[src/branch_skip_pkg.sv]
// constants and types shared by the conditional branch and skip unit
`default_nettype none
package branch_skip_pkg;

  // ==========================================================
  // register map, byte offsets on the bus
  localparam logic [3:0] CTRL_OFS   = 4'h0;
  localparam logic [3:0] STAT_OFS   = 4'h4;
  localparam logic [3:0] EXEC_OFS   = 4'h8;
  localparam logic [3:0] TAKEN_OFS  = 4'hC;

  // control and status fields
  localparam int         CTRL_EN_BIT    = 0;
  localparam int         CTRL_CLR_BIT   = 1;
  localparam logic       CTRL_EN_RST    = 1'b1;
  localparam int         STAT_BUSY_BIT  = 0;
  localparam int         STAT_TAKEN_BIT = 1;
  localparam int         STAT_EN_BIT    = 2;

  // ==========================================================
  // status register flag positions
  localparam int FLAG_C = 0;
  localparam int FLAG_Z = 1;
  localparam int FLAG_N = 2;
  localparam int FLAG_V = 3;
  localparam int FLAG_S = 4;
  localparam int FLAG_H = 5;
  localparam int FLAG_T = 6;
  localparam int FLAG_I = 7;

  // ==========================================================
  // cycle counts and program counter steps
  localparam logic [1:0] CYC_FALL   = 2'h1;
  localparam logic [1:0] CYC_BRANCH = 2'h2;
  localparam logic [1:0] CYC_SKIP1  = 2'h2;
  localparam logic [1:0] CYC_SKIP2  = 2'h3;
  localparam int         STEP_FALL  = 1;
  localparam int         STEP_SKIP1 = 2;
  localparam int         STEP_SKIP2 = 3;
  localparam int         STEP_BIAS  = 1;

  // ==========================================================
  // operation codes on the issue port
  typedef enum logic [4:0] {
    skip_if_io_bit_clear,
    skip_if_io_bit_set,
    branch_on_flag_set,
    branch_on_flag_clear,
    branch_if_equal,
    branch_if_not_equal,
    branch_if_carry_set,
    branch_if_carry_clear,
    branch_if_same_or_higher,
    branch_if_lower,
    branch_if_minus,
    branch_if_plus,
    branch_if_signed_ge,
    branch_if_signed_lt,
    branch_if_half_carry_set,
    branch_if_half_carry_clear,
    branch_if_bit_copy_set,
    branch_if_bit_copy_clear,
    branch_if_overflow_clear
  } op_t;

  typedef enum logic {
    st_idle,
    st_wait
  } state_t;

endpackage : branch_skip_pkg
`default_nettype wire

[src/conditional_branch_skip_unit.sv]
// condition evaluation and next program counter for skips and branches
//
// Behaviour
// RULE1: io-bit-clear skip steps pc by 2 or 3 when bit is 0; 1/2/3 cycles
// RULE2: io-bit-set skip steps pc by 2 or 3 when bit is 1; 1/2/3 cycles
// RULE3: branch-on-flag-set jumps to pc+k+1 when selected status bit is 1
// RULE4: branch-on-flag-clear jumps to pc+k+1 when bit is 0; 1/2 cycles
// RULE5: branch-if-equal jumps only when zero flag is 1; 1/2 cycles
// RULE6: branch-if-not-equal jumps to pc+k+1 only when zero flag is 0
// RULE7: carry-set and lower both jump when carry is 1; 1/2 cycles
// RULE8: carry-clear and same-or-higher both jump when carry is 0; 1/2 cycles
// RULE9: branch-if-minus jumps when negative flag is 1; 1/2 cycles
// RULE10: branch-if-plus jumps when negative flag is 0; 1/2 cycles
// RULE11: signed greater-or-equal jumps when negative xor overflow is 0
// RULE12: half-carry-set branch jumps when half carry is 1; 1/2 cycles
// RULE13: half-carry-clear branch jumps when half carry is 0; 1/2 cycles
// RULE14: bit-copy-set branch jumps when bit-copy flag is 1, else falls through
// RULE15: bit-copy-clear branch jumps when bit-copy flag is 0; 1/2 cycles
// RULE16: overflow-clear branch jumps to pc+k+1 when overflow is 0
// RULE17: signed less-than jumps when negative xor overflow is 1
// RULE18: no flag is changed; not taken ends in 1 cycle, a taken branch in 2
`timescale 1ns/1ps
`default_nettype none

module conditional_branch_skip_unit #(
  parameter int PC_W  = 16,
  parameter int OFS_W = 7,
  parameter int CNT_W = 16
) (
  input  wire logic             core_clk,
  input  wire logic             sys_rst,
  // issue port from fetch logic
  input  wire logic             req,
  input  wire logic [4:0]       op,
  input  wire logic [2:0]       bit_sel,
  input  wire logic [OFS_W-1:0] offset,
  input  wire logic [PC_W-1:0]  pc,
  input  wire logic [7:0]       status_register,
  input  wire logic [7:0]       io_data,
  input  wire logic             next_two_word,
  output logic                  ready,
  output logic                  done,
  output logic                  taken,
  output logic [PC_W-1:0]       next_pc,
  // avalon-mm slave
  input  wire logic [3:0]       address,
  input  wire logic             read,
  input  wire logic             write,
  input  wire logic [3:0]       byteenable,
  input  wire logic [31:0]      writedata,
  output logic [31:0]           readdata,
  output logic                  waitrequest
);

  // ==========================================================
  // state
  typedef struct packed {
    branch_skip_pkg::state_t st;
    logic [1:0]              cnt;
    logic                    ready;
    logic                    done;
    logic                    taken;
    logic [PC_W-1:0]         next_pc;
    logic                    enable;
    logic                    wait_n;
    logic [31:0]             rdata;
    logic [CNT_W-1:0]        exec_cnt;
    logic [CNT_W-1:0]        taken_cnt;
  } regs_t;

  regs_t r_r;
  regs_t r_nxt;

  // ==========================================================
  // condition decode
  function automatic logic cond_eval(input logic [4:0] o,
                                     input logic [7:0] s,
                                     input logic [2:0] b,
                                     input logic [7:0] io);
    logic c;
    c = 1'b0;
    case (branch_skip_pkg::op_t'(o))
      branch_skip_pkg::skip_if_io_bit_clear:       c = !io[b]; // RULE1
      branch_skip_pkg::skip_if_io_bit_set:         c = io[b]; // RULE2
      branch_skip_pkg::branch_on_flag_set:         c = s[b]; // RULE3
      branch_skip_pkg::branch_on_flag_clear:       c = !s[b]; // RULE4
      branch_skip_pkg::branch_if_equal:
        c = s[branch_skip_pkg::FLAG_Z]; // RULE5
      branch_skip_pkg::branch_if_not_equal:
        c = !s[branch_skip_pkg::FLAG_Z]; // RULE6
      branch_skip_pkg::branch_if_carry_set,
      branch_skip_pkg::branch_if_lower:
        c = s[branch_skip_pkg::FLAG_C]; // RULE7
      branch_skip_pkg::branch_if_carry_clear,
      branch_skip_pkg::branch_if_same_or_higher:
        c = !s[branch_skip_pkg::FLAG_C]; // RULE8
      branch_skip_pkg::branch_if_minus:
        c = s[branch_skip_pkg::FLAG_N]; // RULE9
      branch_skip_pkg::branch_if_plus:
        c = !s[branch_skip_pkg::FLAG_N]; // RULE10
      branch_skip_pkg::branch_if_signed_ge:
        c = !(s[branch_skip_pkg::FLAG_N] ^
              s[branch_skip_pkg::FLAG_V]); // RULE11
      branch_skip_pkg::branch_if_signed_lt:
        c = s[branch_skip_pkg::FLAG_N] ^ s[branch_skip_pkg::FLAG_V]; // RULE17
      branch_skip_pkg::branch_if_half_carry_set:
        c = s[branch_skip_pkg::FLAG_H]; // RULE12
      branch_skip_pkg::branch_if_half_carry_clear:
        c = !s[branch_skip_pkg::FLAG_H]; // RULE13
      branch_skip_pkg::branch_if_bit_copy_set:
        c = s[branch_skip_pkg::FLAG_T]; // RULE14
      branch_skip_pkg::branch_if_bit_copy_clear:
        c = !s[branch_skip_pkg::FLAG_T]; // RULE15
      branch_skip_pkg::branch_if_overflow_clear:
        c = !s[branch_skip_pkg::FLAG_V]; // RULE16
      default:                                     c = 1'b0;
    endcase
    return c;
  endfunction : cond_eval

  function automatic logic is_skip(input logic [4:0] o);
    return (o == branch_skip_pkg::skip_if_io_bit_clear) ||
           (o == branch_skip_pkg::skip_if_io_bit_set);
  endfunction : is_skip

  // ==========================================================
  // next state
  logic            acc;
  logic            hit;
  logic [PC_W-1:0] br_pc;
  logic [PC_W-1:0] sk_pc;
  logic [PC_W-1:0] fall_pc;
  logic [1:0]      cyc;
  logic            bus_go;

  assign acc     = req && r_r.ready;
  assign hit     = cond_eval(op, status_register, bit_sel, io_data);
  assign br_pc   = pc + PC_W'($signed(offset)) +
                   PC_W'(branch_skip_pkg::STEP_BIAS);
  assign sk_pc   = pc + PC_W'(next_two_word ? branch_skip_pkg::STEP_SKIP2
                                            : branch_skip_pkg::STEP_SKIP1);
  assign fall_pc = pc + PC_W'(branch_skip_pkg::STEP_FALL);
  assign bus_go  = (read || write) && !r_r.wait_n;

  always_comb begin
    r_nxt      = r_r;
    r_nxt.done = 1'b0;
    cyc        = branch_skip_pkg::CYC_FALL;
    // ---- bus side: one wait cycle, then answer
    r_nxt.wait_n = bus_go;
    if (bus_go && read) begin
      if (address == branch_skip_pkg::CTRL_OFS) begin
        r_nxt.rdata = 32'h0000_0000;
        r_nxt.rdata[branch_skip_pkg::CTRL_EN_BIT] = r_r.enable;
      end else if (address == branch_skip_pkg::STAT_OFS) begin
        r_nxt.rdata = 32'h0000_0000;
        r_nxt.rdata[branch_skip_pkg::STAT_BUSY_BIT]  = !r_r.ready;
        r_nxt.rdata[branch_skip_pkg::STAT_TAKEN_BIT] = r_r.taken;
        r_nxt.rdata[branch_skip_pkg::STAT_EN_BIT]    = r_r.enable;
      end else if (address == branch_skip_pkg::EXEC_OFS) begin
        r_nxt.rdata = 32'(r_r.exec_cnt);
      end else if (address == branch_skip_pkg::TAKEN_OFS) begin
        r_nxt.rdata = 32'(r_r.taken_cnt);
      end else begin
        r_nxt.rdata = 32'h0000_0000;
      end
    end
    // write lands on the edge after the wait ends, while waitrequest is low
    if (write && r_r.wait_n && byteenable[0] &&
        address == branch_skip_pkg::CTRL_OFS) begin
      r_nxt.enable = writedata[branch_skip_pkg::CTRL_EN_BIT];
      if (writedata[branch_skip_pkg::CTRL_CLR_BIT]) begin
        r_nxt.exec_cnt  = '0;
        r_nxt.taken_cnt = '0;
      end
    end
    // ---- issue side
    case (r_r.st)
      branch_skip_pkg::st_idle: begin
        if (acc) begin
          // only the pc is produced; there is no path to the flags
          r_nxt.taken = hit; // RULE18
          if (!hit) begin
            r_nxt.next_pc = fall_pc;
            cyc = branch_skip_pkg::CYC_FALL; // RULE18
          end else if (is_skip(op)) begin
            r_nxt.next_pc = sk_pc; // RULE1 RULE2
            cyc = next_two_word ? branch_skip_pkg::CYC_SKIP2
                                : branch_skip_pkg::CYC_SKIP1;
          end else begin
            r_nxt.next_pc = br_pc; // RULE3 RULE4
            cyc = branch_skip_pkg::CYC_BRANCH; // RULE18
          end
          // counters bump after a clear in the same cycle
          r_nxt.exec_cnt  = r_nxt.exec_cnt + CNT_W'(1);
          r_nxt.taken_cnt = r_nxt.taken_cnt + CNT_W'(hit);
          if (cyc == branch_skip_pkg::CYC_FALL) begin
            r_nxt.done = 1'b1;
          end else begin
            r_nxt.st  = branch_skip_pkg::st_wait;
            r_nxt.cnt = cyc - 2'h1;
          end
        end
      end
      branch_skip_pkg::st_wait: begin
        r_nxt.cnt = r_r.cnt - 2'h1;
        if (r_r.cnt == 2'h1) begin
          r_nxt.done = 1'b1;
          r_nxt.st   = branch_skip_pkg::st_idle;
        end
      end
      default: r_nxt.st = branch_skip_pkg::st_idle;
    endcase
    // a request is only seen while idle and enabled
    r_nxt.ready = r_nxt.enable && (r_nxt.st == branch_skip_pkg::st_idle);
  end

  // ==========================================================
  // registers
  always_ff @(posedge core_clk) begin
    if (sys_rst) begin
      r_r.st        <= branch_skip_pkg::st_idle;
      r_r.cnt       <= 2'h0;
      r_r.ready     <= branch_skip_pkg::CTRL_EN_RST;
      r_r.done      <= 1'b0;
      r_r.taken     <= 1'b0;
      r_r.next_pc   <= '0;
      r_r.enable    <= branch_skip_pkg::CTRL_EN_RST;
      r_r.wait_n    <= 1'b0;
      r_r.rdata     <= 32'h0000_0000;
      r_r.exec_cnt  <= '0;
      r_r.taken_cnt <= '0;
    end else begin
      r_r <= r_nxt;
    end
  end

  assign ready       = r_r.ready;
  assign done        = r_r.done;
  assign taken       = r_r.taken;
  assign next_pc     = r_r.next_pc;
  assign readdata    = r_r.rdata;
  assign waitrequest = !r_r.wait_n;
endmodule : conditional_branch_skip_unit

`default_nettype wire

[config.mk]
export PLATFORM = sky130hd
export DESIGN_NAME = conditional_branch_skip_unit
export DESIGN_NICKNAME = d
export VERILOG_FILES = /design/src/branch_skip_pkg.sv /design/src/conditional_branch_skip_unit.sv
export SDC_FILE = /design/constraint.sdc
export NUM_CORES = 1
export LEC_CHECK = 0
export ABC_AREA = 1
export BUFFER_PORTS_ARGS = -buffer_cell sky130_fd_sc_hd__buf_2
export CORE_MARGIN = 4
export CORE_UTILIZATION = 51
export CTS_CLUSTER_SIZE = 12
export DETAILED_ROUTE_END_ITERATION = 10
export GPL_TIMING_DRIVEN = 0
export PLACE_DENSITY = 0.8
export SLEW_MARGIN = 20
export SYNTH_ARGS = -nofsm -noshare
export SYNTH_HDL_FRONTEND = slang
export SYNTH_SLANG_ARGS = --single-unit
[constraint.sdc]
create_clock -name core_clk -period 6 [get_ports core_clk]
set_input_delay 0.9 -clock core_clk [delete_from_list [all_inputs] [get_ports core_clk]]
set_output_delay 0.9 -clock core_clk [all_outputs]
set_load 0.005 [all_outputs]
==> flow_summary.toml <==
[cts]
clock_latency_ns = 0.34
clockBufferDepth = 2
cts_hold_buf = 0
cts_tree = "yes"
cts_buffers = 9
cts_setup_buffers = 0
clockRootBuffer = "clkbuf_16"
cts.sinks = 72
htree_levels = 3
clk_pin_slew_worst_paths_ns = 0.06
cts_resized = 0

[global_routing]
met3_usage = 0.0437
antenna_found_initial = 0
busiest_layer = "met2"
globalRouteTotalUtil = 0.240
met1_usage = 0.350
grt.met2_usage = 0.367
grt_pass1_wl_mm = 26.5
grt_max_degree = 13
grt_overflow = 0
grt_pass1_vias = 5645

[sta]
setup-violations-final = 0
final-max-slew-violation-count = 0
finalCriticalPeriod_ns = 3.04
report.final.hold_viol_count = 0
tightestPinTransition_ns = 0.651
max_slew_margin = 0.563
skew_ns = 0.00741
rsz0062_at_grt = "no"
fmax_mhz = 329
setup_ws_ns = 2.96
setup-tns-final_ns = 0
min_period_over_period = 0.506

[place]
dpl.hpwl_mm = 13.0
place.gp.congestion = 0.942
dpl-instance-area_sq_mm = 0.00675
io_buffer_count = 91
place_ws_ns = 2.62

[power_and_ir_drop]
ir_drop_mv = 0.134
total_power_mw = 1.41
p_leak_nw = 3.52
cellPowerDensity_mw_per_mm2 = 200

[floorplan]
num_rows = 39
ios = 145
dieHeight_um = 117
die_x_um = 117
die_area_sq_mm = 0.0137
coreArea_sq_mm = 0.0115
start_util = 0.526

[final_layout]
fillers = 1140
drive_gt1_frac = 0.198
diodes = 0
design_area_sq_mm = 0.00704
final_util = 0.611
area_growth_pct = 16.3
final_common_cell = "nand2_1"
layout_common_cells = "nand2_1, inv_1, buf_2"
final_nets = 1216

[detailed_routing]
detail_route.wl_per_cell_um = 13.3
drtAntennaViolNets = 0
via_per_inst = 5.13
wirelength_mm = 16.5
drt_first_iter_violations = 492
drc_errors = 0
firstDrtPassIters = 6
via_count = 6398

[setup_path]
crit_arrival_ns = 3.27
path_max_fanout = 11
cp-start-kind = "input port"
cp.required_ns = 6.23
critical_path_class = "in -> reg"
critPathCaptureType = "flop"

[logic_synthesis]
synth_area_sq_mm = 0.00605
synth_edf_count = 0
synth_ff_type = "dfxtp_1"
yosysWarnings = 0
synth.avg_cell_area_sq_um = 6.17
ys_types = 46
synth_cells = 982
synth_seq_area_share = 0.238
synth-async-reset-ratio = 0
ys_seq_elements = 72

[min_path]
hold_path.class = "reg -> reg"

[status]
status = "completed"

[run]
maxCapViolations = 0
layout make-up:
cell class | count | area, sq um | share of cell area
Timing Repair Buffer | 91 | 455 | 0.0647
Clock inverter | 5 | 57.6 | 0.00817
Buffer | 73 | 499 | 0.0709
Tap cell | 143 | 179 | 0.0254
Sequential cell | 72 | 1440 | 0.205
Clock buffer | 10 | 239 | 0.0339
Inverter | 135 | 509 | 0.0723
Multi-Input combinational cell | 717 | 3660 | 0.520
flip-flops by register name, summed over array words and instances, names as in the netlist:
name	cells
r_r	37
next_pc	16
readdata	16
done	1
ready	1
taken	1
layer usage:
metal	routed length [um]	vias to the layer above
li1	-	3333
met1	8010	2811
met2	7040	231
met3	1240	23
met4	234	0
met5	0	-
critical path, cell delays in order:
cell and delay (ns):
buf_2 0.13, nor2_2 0.24, nand2_1 0.16, nor2_1 0.13, nand3_1 0.08, nand2_1 0.08
nor2_2 0.06, nand3_2 0.09, buf_6 0.16, buf_6 0.17, ha_1 0.16, ha_1 0.13
nand2_1 0.08, inv_1 0.16, nand3_1 0.16, nor2_1 0.17, a21oi_1 0.08, o21a_1 0.13
final timing paths:
kind / from / endpoint / slack (ns) / depth (start not counted)
worst min-delay path: readdata[2] / readdata[2] / 0.46 / 2
worst max register to register: r_r[64] / r_r[12] / 3.69 / 14
worst max-delay path: op[2] / r_r[12] / 2.96 / 18
worst min register to register: readdata[2] / readdata[2] / 0.46 / 2
Yosys cell counts (2+ instances only):
library cell,number,area share
nand2_1,256,0.16
o21bai_1,2,0.0025
clkbuf_1,13,0.0081
xor2_1,18,0.026
nand3_1,80,0.066
buf_6,4,0.0074
xnor2_1,7,0.010
inv_1,126,0.078
o221ai_1,2,0.0029
o21a_1,5,0.0062
or2_2,3,0.0031
o22ai_1,5,0.0052
o21ai_1,4,0.0033
inv_2,8,0.0050
nor3_2,4,0.0066
buf_4,50,0.062
nor3_1,14,0.012
nand2_4,2,0.0037
o21ai_0,51,0.042
buf_2,6,0.0050
nor2_1,88,0.055
nor2_2,15,0.015
nor2_4,4,0.0074
and2_1,2,0.0021
o211ai_1,4,0.0050
nand2_2,7,0.0072
a31oi_1,2,0.0021
a21oi_1,69,0.057
nand3_2,3,0.0050
nand3b_1,3,0.0037
ha_1,23,0.048
dfxtp_1,72,0.24
nand4_1,17,0.018
kinds of logic after synthesis:
| group | Yosys count | share of synthesized area |
|---|---|---|
| AO/OA/AOI/OAI | 150 | 0.135 |
| other | 1 | 0.000619 |
| adder cells (fa/ha/maj) | 24 | 0.0508 |
| XOR/XNOR | 25 | 0.0362 |
| buffers and inverters | 208 | 0.167 |
| AND/OR/NAND/NOR | 502 | 0.372 |
| flip-flops | 72 | 0.238 |
power breakdown:
part	internal, mW	leakage, nW	switching, mW
sequential	0.502	0.586	0.0162
clock	0.329	0.137	0.198
combinational	0.142	2.80	0.220
per-stage QoR:
stage | hold slack, ns | std cells
2_1_floorplan | 0.446 | 997
3_3_place_gp | 0.453 | 1231
3_5_place_dp | 0.457 | 1231
4_1_cts | 0.465 | 1246
5_1_grt | 0.486 | 1246
6_report | 0.465 | 1246
(Power assumes the default switching activity.)
